===== src/hcw_pkg.sv =====
// ----------------------------------------------------------------
// Shared constants and types of the code word builder
// ----------------------------------------------------------------
package hcw_pkg;

   // ----------------------------------------------------------------
   // Parameter store map (word indices)
   // ----------------------------------------------------------------
   localparam int          STORE_WORDS  = 12;       // Twelve 16-bit words
   localparam int          WORD_W       = 16;       // Width of one stored word
   localparam logic [3:0]  ADDR_KEY0    = 4'h0;     // Lowest key word
   localparam logic [3:0]  ADDR_KEY1    = 4'h1;
   localparam logic [3:0]  ADDR_KEY2    = 4'h2;
   localparam logic [3:0]  ADDR_KEY3    = 4'h3;     // Highest key word
   localparam logic [3:0]  ADDR_HOPCNT  = 4'h4;     // Hop counter word
   localparam logic [3:0]  ADDR_UNUSED  = 4'h5;     // Loaded with zero by programmer
   localparam logic [3:0]  ADDR_SER_LO  = 4'h6;
   localparam logic [3:0]  ADDR_SER_HI  = 4'h7;
   localparam logic [3:0]  ADDR_SEED_LO = 4'h8;
   localparam logic [3:0]  ADDR_SEED_HI = 4'h9;
   localparam logic [3:0]  ADDR_CHECK   = 4'hA;     // Discrimination bits
   localparam logic [3:0]  ADDR_OPTION  = 4'hB;     // Option word
   localparam logic [3:0]  ADDR_LAST    = 4'hB;     // Highest valid index
   localparam logic [15:0] STORE_RESET  = 16'h0000; // Power-on content

   // ----------------------------------------------------------------
   // Field positions
   // ----------------------------------------------------------------
   localparam int OPT_S3SET_BIT = 8;  // Fourth button bit forced high
   localparam int OPT_XSER_BIT  = 9;  // Full 32-bit serial number sent
   localparam int CHECK_W       = 12; // Used discrimination bits
   localparam int SERIAL_STD_W  = 28; // Serial bits in standard format
   localparam int HOP_W         = 32; // Hopping portion width
   localparam int CODE_W        = 66; // Whole code word width

   // ----------------------------------------------------------------
   // Timing
   // ----------------------------------------------------------------
   localparam int CLK_HZ       = 25_000_000; // core_clk rate
   localparam int DEBOUNCE_MS  = 10;         // Debounce wait
   localparam int DEBOUNCE_CYC = (CLK_HZ / 1000) * DEBOUNCE_MS;
   localparam int DEB_CNT_W    = 20;         // Holds DEBOUNCE_CYC

   // ----------------------------------------------------------------
   // Cipher constants
   // ----------------------------------------------------------------
   localparam logic [31:0] NLF_TABLE   = 32'h1E5AC3B7; // Nonlinear function, arbitrary pattern
   localparam int          CIPHER_RNDS = 512;          // Rounds per block, plain default
   localparam int          RND_W       = 10;           // Round counter width

   // ----------------------------------------------------------------
   // Types
   // ----------------------------------------------------------------
   // Gray coded along sleep, debounce, load, crypt, push, hold
   typedef enum logic [2:0] {
      ST_SLEEP = 3'h0,
      ST_DEB   = 3'h1,
      ST_LOAD  = 3'h3,
      ST_CRYPT = 3'h2,
      ST_PUSH  = 3'h6,
      ST_HOLD  = 3'h7
   } hcw_state_t;

   // Code word as it leaves the block, hopping part in the low bits
   typedef struct packed {
      logic [1:0]  status;  // {low battery, counter wrapped}
      logic [31:0] fixed;   // Serial number, with button bits in standard format only
      logic [31:0] hop;     // Encrypted part or seed
   } hcw_code_word_t;

   // Parameter store write request
   typedef struct packed {
      logic        we;
      logic [3:0]  addr;
      logic [15:0] data;
   } hcw_prog_t;

endpackage


===== src/hcw_builder.sv =====
`timescale 1ns/1ns

// ----------------------------------------------------------------
// Code word FIFO between builder and RF framer
// ----------------------------------------------------------------
module hcw_fifo
   import hcw_pkg::*;
#(
   parameter int WIDTH = CODE_W,
   parameter int DEPTH = 8
)
(
   input  wire logic             core_clk,
   input  wire logic             rst_n,
   input  wire logic             in_valid,
   output logic                  in_ready,
   input  wire logic [WIDTH-1:0] in_data,
   output logic                  out_valid,
   input  wire logic             out_ready,
   output logic      [WIDTH-1:0] out_data
);
   localparam int AW = $clog2(DEPTH);

   // All FIFO state in one record
   typedef struct packed {
      logic [DEPTH-1:0][WIDTH-1:0] mem;   // Storage
      logic [AW-1:0]               wr;    // Write index
      logic [AW-1:0]               rd;    // Read index
      logic [AW:0]                 cnt;   // Fill level
      logic                        vld;   // Head valid, kept in a flop for the output
      logic [WIDTH-1:0]            head;  // Head word, kept in a flop for the output
   } hcw_fifo_st_t;

   hcw_fifo_st_t s_r;   // Registered state
   hcw_fifo_st_t s_nxt; // Next state

   logic push;          // Accepted write
   logic pop;           // Accepted read

   // ----------------------------------------------------------------
   // Handshakes; full and empty come from the fill level
   // ----------------------------------------------------------------
   assign in_ready  = (s_r.cnt != (AW+1)'(DEPTH));
   assign out_valid = s_r.vld;
   assign out_data  = s_r.head;
   assign push      = in_valid & in_ready;
   assign pop       = out_valid & out_ready;

   // Next state
   always_comb
   begin
      s_nxt = s_r;
      if (push)
      begin
         s_nxt.mem[s_r.wr] = in_data;
         s_nxt.wr          = (s_r.wr == AW'(DEPTH-1)) ? '0 : s_r.wr + 1'b1;
      end
      if (pop)
         s_nxt.rd = (s_r.rd == AW'(DEPTH-1)) ? '0 : s_r.rd + 1'b1;
      // Simultaneous push and pop leave the level alone
      if (push && !pop)
         s_nxt.cnt = s_r.cnt + 1'b1;
      else if (pop && !push)
         s_nxt.cnt = s_r.cnt - 1'b1;
      s_nxt.vld  = (s_nxt.cnt != '0);
      s_nxt.head = s_nxt.mem[s_nxt.rd];
   end

   // State register
   always_ff @(posedge core_clk or negedge rst_n)
   begin
      if (!rst_n)
         s_r <= '0;
      else
         s_r <= s_nxt;
   end
endmodule

// ----------------------------------------------------------------
// Code hopping word builder, top level
// ----------------------------------------------------------------
module hcw_builder
   import hcw_pkg::*;
#(
   parameter int DEBOUNCE_CYCLES = DEBOUNCE_CYC, // Shorten in simulation
   parameter int FIFO_DEPTH      = 8
)
(
   input  wire logic             core_clk,
   input  wire logic             resetn,
   input  wire logic             button_in0,
   input  wire logic             button_in1,
   input  wire logic             button_in2,
   input  wire logic             vlow_in,
   input  wire hcw_prog_t        prog,
   output logic                  awake,
   output logic                  word_valid,
   input  wire logic             word_ready,
   output hcw_code_word_t        word_data
);

   // ----------------------------------------------------------------
   // State record
   // ----------------------------------------------------------------
   typedef struct packed {
      logic [STORE_WORDS-1:0][WORD_W-1:0] store;   // Parameter store
      logic [2:0]             btn_meta;  // First sync stage
      logic [2:0]             btn_sync;  // Second sync stage
      logic                   vlow_meta; // First sync stage
      logic                   vlow_sync; // Second sync stage
      hcw_state_t             state;     // Sequencer
      logic [DEB_CNT_W-1:0]   deb_cnt;   // Debounce timer
      logic [2:0]             btn_lat;   // Buttons sampled for this word
      logic [31:0]            blk;       // Cipher block register
      logic [RND_W-1:0]       rnd;       // Cipher round number
      logic                   wrapped;   // Counter has passed all-ones
      hcw_code_word_t         word;      // Word being built
      logic                   awake;     // Output copy
   } hcw_st_t;

   hcw_st_t        s_r;          // Registered state
   hcw_st_t        s_nxt;        // Next state
   logic [1:0]     rst_sync_r;   // Reset release synchroniser
   logic           rst_n;        // Synchronised reset
   logic           fifo_ready;   // FIFO can take a word
   logic [63:0]    key;          // Cipher key view of the store
   logic [3:0]     btn_code;     // Four button bits of this word
   logic           added_btn;    // A button not in the latch is pressed
   logic           any_btn;      // Any button still held
   logic [4:0]     nlf_idx;      // Nonlinear function index
   logic           fb_bit;       // Cipher feedback bit
   logic [15:0]    cnt_inc;      // Incremented hop counter
   logic [CODE_W-1:0] fifo_out;  // Flat FIFO output

   // ----------------------------------------------------------------
   // Reset release: asserted at once, released after two edges
   // ----------------------------------------------------------------
   always_ff @(posedge core_clk or negedge resetn)
   begin
      if (!resetn)
         rst_sync_r <= 2'h0;
      else
         rst_sync_r <= {rst_sync_r[0], 1'b1};
   end
   assign rst_n = rst_sync_r[1];

   // ----------------------------------------------------------------
   // Derived values
   // ----------------------------------------------------------------
   // key word 0 lowest
   assign key = {s_r.store[ADDR_KEY3], s_r.store[ADDR_KEY2],
                 s_r.store[ADDR_KEY1], s_r.store[ADDR_KEY0]};

   // Fourth bit either forced or a copy of the third button
   assign btn_code = {s_r.store[ADDR_OPTION][OPT_S3SET_BIT] | s_r.btn_lat[2],
                      s_r.btn_lat};

   assign added_btn = |(s_r.btn_sync & ~s_r.btn_lat);
   assign any_btn   = |s_r.btn_sync;

   assign cnt_inc = s_r.store[ADDR_HOPCNT] + 16'h0001;

   assign nlf_idx = {s_r.blk[31], s_r.blk[26], s_r.blk[20], s_r.blk[9], s_r.blk[1]};
   assign fb_bit  = NLF_TABLE[nlf_idx] ^ s_r.blk[16] ^ s_r.blk[0]
                    ^ key[s_r.rnd[5:0]];

   // ----------------------------------------------------------------
   // Next state
   // ----------------------------------------------------------------
   always_comb
   begin
      s_nxt           = s_r;
      // Pins pass two flops before use
      s_nxt.btn_meta  = {button_in2, button_in1, button_in0};
      s_nxt.btn_sync  = s_r.btn_meta;
      s_nxt.vlow_meta = vlow_in;
      s_nxt.vlow_sync = s_r.vlow_meta;

      // programming only while asleep, twelve words
      if (prog.we && (prog.addr <= ADDR_LAST) && (s_r.state == ST_SLEEP))
      begin
         s_nxt.store[prog.addr] = prog.data;
      end

      case (s_r.state)
         // Asleep until any button goes active
         ST_SLEEP:
         begin
            if (any_btn)
            begin
               s_nxt.state   = ST_DEB;
               s_nxt.deb_cnt = '0;
            end
         end

         ST_DEB:
         begin
            if (!any_btn)
            begin
               // Bounce only; back to sleep
               s_nxt.state = ST_SLEEP;
            end
            else if (s_r.deb_cnt == DEB_CNT_W'(DEBOUNCE_CYCLES - 1))
            begin
               s_nxt.state = ST_LOAD;
            end
            else
            begin
               s_nxt.deb_cnt = s_r.deb_cnt + 1'b1;
            end
         end

         // sample buttons and advance counter before encryption
         ST_LOAD:
         begin
            s_nxt.btn_lat = s_r.btn_sync;
            // counter advanced and kept in the store
            s_nxt.store[ADDR_HOPCNT] = cnt_inc;
            // wrap recorded and sent as status
            if (cnt_inc == 16'h0000)
            begin
               s_nxt.wrapped = 1'b1;
            end
            // plaintext: buttons, 12 check bits, counter
            s_nxt.blk = {s_r.store[ADDR_OPTION][OPT_S3SET_BIT] | s_r.btn_sync[2],
                         s_r.btn_sync,
                         s_r.store[ADDR_CHECK][CHECK_W-1:0],
                         cnt_inc};
            s_nxt.rnd   = '0;
            s_nxt.state = ST_CRYPT;
         end

         ST_CRYPT:
         begin
            if (added_btn)
            begin
               s_nxt.state   = ST_DEB;
               s_nxt.deb_cnt = '0;
            end
            else
            begin
               s_nxt.blk = {fb_bit, s_r.blk[31:1]};
               s_nxt.rnd = s_r.rnd + 1'b1;
               if (s_r.rnd == RND_W'(CIPHER_RNDS - 1))
               begin
                  // assemble 32 hop plus 34 fixed bits
                  s_nxt.word.status = {s_r.vlow_sync, s_r.wrapped};
                  // standard format sends 28 serial bits
                  s_nxt.word.fixed  = s_r.store[ADDR_OPTION][OPT_XSER_BIT] ?
                     {s_r.store[ADDR_SER_HI], s_r.store[ADDR_SER_LO]} :
                     {btn_code, s_r.store[ADDR_SER_HI][11:0], s_r.store[ADDR_SER_LO]};
                  // all three buttons send the seed
                  s_nxt.word.hop = (&s_r.btn_lat) ?
                     {s_r.store[ADDR_SEED_HI], s_r.store[ADDR_SEED_LO]} :
                     {fb_bit, s_r.blk[31:1]};
                  s_nxt.state = ST_PUSH;
               end
            end
         end

         // Hand the word to the FIFO; stalls while it is full
         ST_PUSH:
         begin
            if (added_btn)
            begin
               // abandon word not yet handed over
               s_nxt.state   = ST_DEB;
               s_nxt.deb_cnt = '0;
            end
            else if (fifo_ready)
            begin
               s_nxt.state = ST_HOLD;
            end
         end

         // Word delivered: repeat while held, else power down
         ST_HOLD:
         begin
            if (added_btn)
            begin
               s_nxt.state   = ST_DEB;
               s_nxt.deb_cnt = '0;
            end
            // partial release keeps the same word
            else if (any_btn)
            begin
               s_nxt.state = ST_PUSH;
            end
            else
            begin
               s_nxt.state = ST_SLEEP;
            end
         end

         default:
         begin
            s_nxt.state = ST_SLEEP;
         end
      endcase

      s_nxt.awake = (s_nxt.state != ST_SLEEP);
   end

   // ----------------------------------------------------------------
   // State register; the store clears only at power-on reset
   // ----------------------------------------------------------------
   always_ff @(posedge core_clk or negedge rst_n)
   begin
      if (!rst_n)
      begin
         s_r       <= '0;
         s_r.store <= {STORE_WORDS{STORE_RESET}};
         s_r.state <= ST_SLEEP;
      end
      else
         s_r <= s_nxt;
   end

   // ----------------------------------------------------------------
   // Output FIFO; a full FIFO holds the builder in its push state
   // ----------------------------------------------------------------
   hcw_fifo #(
      .WIDTH (CODE_W),
      .DEPTH (FIFO_DEPTH)
   ) u_fifo (
      .core_clk  (core_clk),
      .rst_n     (rst_n),
      .in_valid  (s_r.state == ST_PUSH && !added_btn),
      .in_ready  (fifo_ready),
      .in_data   (s_r.word),
      .out_valid (word_valid),
      .out_ready (word_ready),
      .out_data  (fifo_out)
   );

   assign word_data = hcw_code_word_t'(fifo_out);
   assign awake     = s_r.awake;

endmodule


===== config.mk =====
export PLATFORM = sky130hd
export DESIGN_NAME = hcw_builder
export DESIGN_NICKNAME = d
export VERILOG_FILES = /design/src/hcw_pkg.sv /design/src/hcw_builder.sv
export SDC_FILE = /design/constraint.sdc
export NUM_CORES = 1
export LEC_CHECK = 0
export BUFFER_PORTS_ARGS = -buffer_cell sky130_fd_sc_hd__clkbuf_2
export CAP_MARGIN = 15
export CORE_MARGIN = 2
export CORE_UTILIZATION = 45
export DETAILED_ROUTE_END_ITERATION = 8
export GPL_ROUTABILITY_DRIVEN = 1
export GPL_TIMING_DRIVEN = 0
export PLACE_DENSITY = 0.59
export SYNTH_ARGS = -nofsm -noshare
export SYNTH_HDL_FRONTEND = slang
export SYNTH_HIERARCHICAL = 1
export SYNTH_SLANG_ARGS = --single-unit

===== constraint.sdc =====
create_clock -name core_clk -period 52.2 [get_ports core_clk]
set_input_delay 2.61 -clock core_clk [delete_from_list [all_inputs] [get_ports core_clk]]
set_output_delay 2.61 -clock core_clk [all_outputs]
set_load 0.005 [all_outputs]

* Yosys cells after proc, flatten, opt, wreduce, memory -nomap -nowiden
Memories as Yosys holds them, arrays and structs flattened.
Index checks and enable logic that the tools add are counted.
** Storage, ports and cells
- Register bits :: 943
- Bits in read-only memories :: 32
- Bits of input ports :: 28
- Output and inout port bits :: 68
- Word-level logic and storage cells :: 143
- Memories kept :: 1
** Memories
- (no name shown) :: words 32, bits a word 1, read ports 1, clocked after memory_dff 0, write ports 0, RTL line hcw_builder.sv:164 : assign fb_bit = NLF_TABLE[nlf_idx] ^ s_r.blk[16] ^ s_r.blk[0]
** Operators by class
- $add $sub $neg :: 7
- $lt $le $gt $ge :: 8
- Equality and inequality tests :: 15
- Muxes and demuxes :: 37
- Bitwise logic cells :: 10
- Reductions and logical operators :: 25
** Operators with widths (count)
- $mux W531 :: 1
- $bwmux W528 :: 1
- $bmux W66 S3 :: 1
- $demux W66 S3 :: 1
- $bwmux W192 :: 1
- $mux W66 :: 2
- $pmux W42 S2 :: 1
- $mux W80 :: 1
- $demux W16 S4 :: 1
- $mux W32 :: 2
- $mux W20 :: 3
- $pmux W20 S3 :: 1
- $mux W42 :: 1
- $mux W3 :: 11
- $mux W16 :: 2
- $mux W23 :: 1
- $add A20 B1 Y20 const B :: 1
- $eq A20 B18 Y1 const B :: 1
- $pmux W3 S6 :: 1
- $add A16 B1 Y16 const B :: 1
- $logic_not A16 Y1 :: 1
- $eq A3 B3 Y1 const B :: 4
- $add A10 B1 Y10 const B :: 1
- $eq A10 B9 Y1 const B :: 1
- other kinds (34) :: 60

* Depth between registers and ports, before layout
- Depth in word-level cells :: 11
- Depth in mapped cells :: 12
- Depth with buffers taken out :: 9

* By module
Netlist, hierarchy kept.
** By module, submodules not included
- hcw_fifo :: times used 1, cells an instance 2576, area an instance 29067.9 sq um, seq. area each 15139.5 sq um
- hcw_builder :: times used 1, cells an instance 1130, area an instance 13430.4 sq um, seq. area each 7607.3 sq um

* Worst setup path after synthesis
Ideal clock, no wire load.
- Path type :: input -> register
- Start point :: input prog[20] (netlist bit)
- End point :: register s_r, in the netlist key[0]
- Library setup time :: 0.125 ns
- Arrival time :: 4.103 ns
- Data required time :: 52.075 ns
- Slack :: 47.973 ns
- Cell stages on the path :: 5
- Buffers on the path :: 1
- Cells stage by stage :: nor4b_4 or3b_1 nor3_4 buf_4 mux2_2
** Between the ends
- Cells in the longest elaborated chain, start to end :: 2
** RTL lines
- start: declaration :: RTL line hcw_builder.sv:95 : input wire hcw_prog_t prog,
- $logic_and A1 B1 Y1 (2 in series) :: RTL line hcw_builder.sv:180 : if (prog.we && (prog.addr <= ADDR_LAST) && (s_r.state == ST_SLEEP))
- end signal: assignment :: RTL line hcw_builder.sv:316 : s_r <= s_nxt;
- end: declaration :: RTL line hcw_builder.sv:121 : hcw_st_t s_r;
Every way passes these cells.
A chain may end at the register's enable or synchronous reset.

==> run_results.csv <==
group,metric,value,unit
status,run_status,"completed",
synth,synthArstFlopShare,1.00,
placed_design,pre_cts_ws,46.57,ns
pwr,p_leak,0.0246,uW
run,maxCapViolCount,0,
floorplan,rows,112,
routing,routedWlPerCell,23.0,um
hold_path,hold_class,"reg2reg",
synth,synth_seq_area_share,0.535,
synth,post_synth_and_or_nand_nor_area_fraction,0.0875,
placed_design,placed_cell_area,44900,um2
floorplan,ioPinCount,96,
sta,setup_violations,0,
synth,synth_top_area_cell,"dfrtp_1",
sta,finalMaxSlewViolations,0,
floorplan,start_util,0.455,
sta,slew_headroom,0.175,
critical_path,crit_type,"in2reg",
global_routing,grt_pass1_vias,29500,
cts,clkTransAtPathRegs,0.06,ns
synth,syn_nets,3743,
critical_path,crit_fanout,10,
routing,first_pass_iters,5,
cts,cts_setup_buffers,0,
global_routing,grt_pass1_wl,185,mm
final_layout,drive_gt1_frac,0.266,
cts,cts_made_buffers,99,
critical_path,crit_required,52.68,ns
synth,synth-compound-area-share,0.107,
sta,clock.fmax,198,MHz
routing,wirelength,121,mm
critical_path,cp.arrival,5.52,ns
pwr,powerDensity,43.3,nW/um2
synth,synth_top_family_by_area,"multiplexers",
floorplan,die-height,311,um
global_routing,antenna_found_initial,4,
sta,hold_viol,0,
cts,clockRootBuffer,"clkbuf_16",
placed_design,numPortBuffers,86,
sta,worst_pin_slew,1.23,ns
final_layout,fin_nets,3945,
synth,postSynthAreaPerCell,11.5,um2
synth,syn_inst,3706,
routing,drtIter0Drc,2398,
synth,synth_cell_types,92,
cts,hold_buffers,0,
placed_design,dp_hpwl,84.9,mm
cts,cts_resized,0,
global_routing,gr-total-overflow,0,
floorplan,coreArea,93500,um2
floorplan,dieArea,96900,um2
synth,ys.flop_type,"dfrtp_1",
floorplan,fp.dieW,311,um
synth,ys_ff_latch,909,
sta,layout_setup_ws,47.16,ns
synth,synth_adder_area_share,0.00265,
routing,ant_nets,0,
sta,clock_skew,0.0211,ns
synth,synth-xor-area-share,0.00804,
sta,whs,0.346,ns
routing,post_drt_via_cell_ratio,5.57,
cts,clockBufferDepth,3,
final_layout,area_delta_synth_final,13.8,%
cts,cts_tree,"built",
critical_path,start_kind,"input port",
routing,vias,29200,
pwr,power.total,2100,uW
sta,period_needed,5.04,ns
sta,final.setup.tns,0,ns
synth,synth.area.mux_share,0.201,
cts,h-tree-depth,3,
synth,yosysWarnings,6,
critical_path,end_kind,"flop",
placed_design,place.gp.congestion,0.870,
synth,synth_top_area_share,0.535,
cts,clock_sinks,909,
sta,rsz0062_at_grt,"no",
sta,finalCritPeriodShare,0.0965,
global_routing,grt_max_degree,70,
synth,synth_area_leaders,"dfrtp_1 (54%), mux2_2 (13%), mux2i_1 (6.0%)",
final_layout,fillers,8439,
cts,clock_latency,0.67,ns
final_layout,stdcell_area,48400,um2
synth,syn-cell-area,42500,um2
synth,synth_edf_count,0,
pwr,vdd_drop_max,0.0000280,V
routing,drc,0,
global_routing,grt_use_total,0.250,
[cell type report]
class,count,area [um2],share of cell area
Clock buffer,145,3020,0.0623
Timing Repair Buffer,101,823,0.0170
Inverter,133,502,0.0104
Antenna cell,4,10.0,0.000207
Tap cell,1254,1570,0.0324
Multi-Input combinational cell,2301,17300,0.357
Buffer,363,1970,0.0406
Sequential cell,909,22800,0.470
Clock inverter,37,460,0.00952
[Yosys cell counts (all sizes together) (7+ instances only)]
| cell type | instances |
|---|---|
| mux2 | 495 |
| and2 | 7 |
| nand3 | 81 |
| a221o | 37 |
| nand4 | 12 |
| a31oi | 19 |
| o32ai | 38 |
| o21ai | 177 |
| xor2 | 9 |
| o21a | 22 |
| nor3 | 22 |
| a311oi | 7 |
| mux2i | 256 |
| and3 | 10 |
| xnor2 | 30 |
| buf | 223 |
| nor2 | 90 |
| ha | 9 |
| a211oi | 39 |
| dfrtp | 909 |
| nor2b | 13 |
| a21oi | 170 |
| mux4 | 16 |
| or2 | 48 |
| or3 | 7 |
| a22o | 38 |
| a22oi | 10 |
| inv | 132 |
| nand2 | 492 |
| o22ai | 36 |
| clkbuf | 140 |
| o221ai | 43 |
[final timing paths]
check	startpoint	to	slack [ns]	cells after the start
hold / removal	s_nxt[139]	s_r[139]	0.35	0
min in group asynchronous	rst_sync_r[1]	s_r[124]	0.46	0
hold reg to reg	s_nxt[139]	s_r[139]	0.35	0
setup / recovery	word_ready	u_fifo/out_data[36]	47.16	9
setup reg to reg	s_r[138]	u_fifo/out_data[36]	48.09	11
max in group asynchronous	rst_sync_r[1]	u_fifo/s_r[428]	49.54	5
[report_power, final]
| group | leakage, uW | total, uW | internal, uW | switching [uW] |
|---|---|---|---|---|
| clock | 0.00172 | 739 | 449 | 291 |
| combinational | 0.0108 | 589 | 203 | 386 |
| sequential | 0.0122 | 768 | 745 | 22.8 |
| total | 0.0246 | 2100 | 1400 | 699 |
[cells by family after synthesis]
kind of cell    Yosys count
other cells               1
compound gates          667
simple gates            818
fa+ha+maj                 9
buf+inv                 496
mux                     767
xor+xnor                 39
flops                   909
[state kept, by name, indices dropped and copies added, names as in the netlist]
signal and count:
key 64, awake 1, s_r 225, u_fifo/s_r 538, rst_sync_r 2, nlf_idx 5
s_nxt 4, btn_code 3, u_fifo/out_data 66, u_fifo/out_valid 1
[per-stage QoR]
| step | cells | utilization |
|---|---|---|
| floorplan | 3706 | - |
| global placement | 5046 | 0.476 |
| detailed placement | 5060 | 0.480 |
| CTS | 5242 | 0.517 |
| global route | 5243 | 0.517 |
| finish | 5247 | 0.518 |
[routing by layer]
layer / share of wire / vias up / GRT usage
met5: 0.00011 / - / 0
met4: 0.033 / 2 / 0.0815
met3: 0.049 / 218 / 0.0376
met2: 0.47 / 804 / 0.411
met1: 0.44 / 14800 / 0.339
li1: - / 13400 / -
[cell usage in the layout, fill, tap and decap left out, types with 87 or more instances in the layout]
cell type,Yosys,routed
inv_1,130,130
clkbuf_16,0,103
clkbuf_2,2,88
a21oi_1,170,170
buf_2,88,88
o21ai_0,167,167
mux2i_1,253,253
mux2_2,495,495
buf_4,98,98
clkbuf_1,138,152
nand2_1,491,491
nor2_1,87,87
dfrtp_1,909,908
[worst max-delay path: stages]
cell	delay, ns
clkbuf_2	0.14
and2_1	0.13
buf_4	0.15
mux2i_4	0.49
buf_4	0.30
buf_1	0.72
buf_2	0.39
a21oi_1	0.10
o32ai_1	0.46
(Power assumes the default switching activity.)
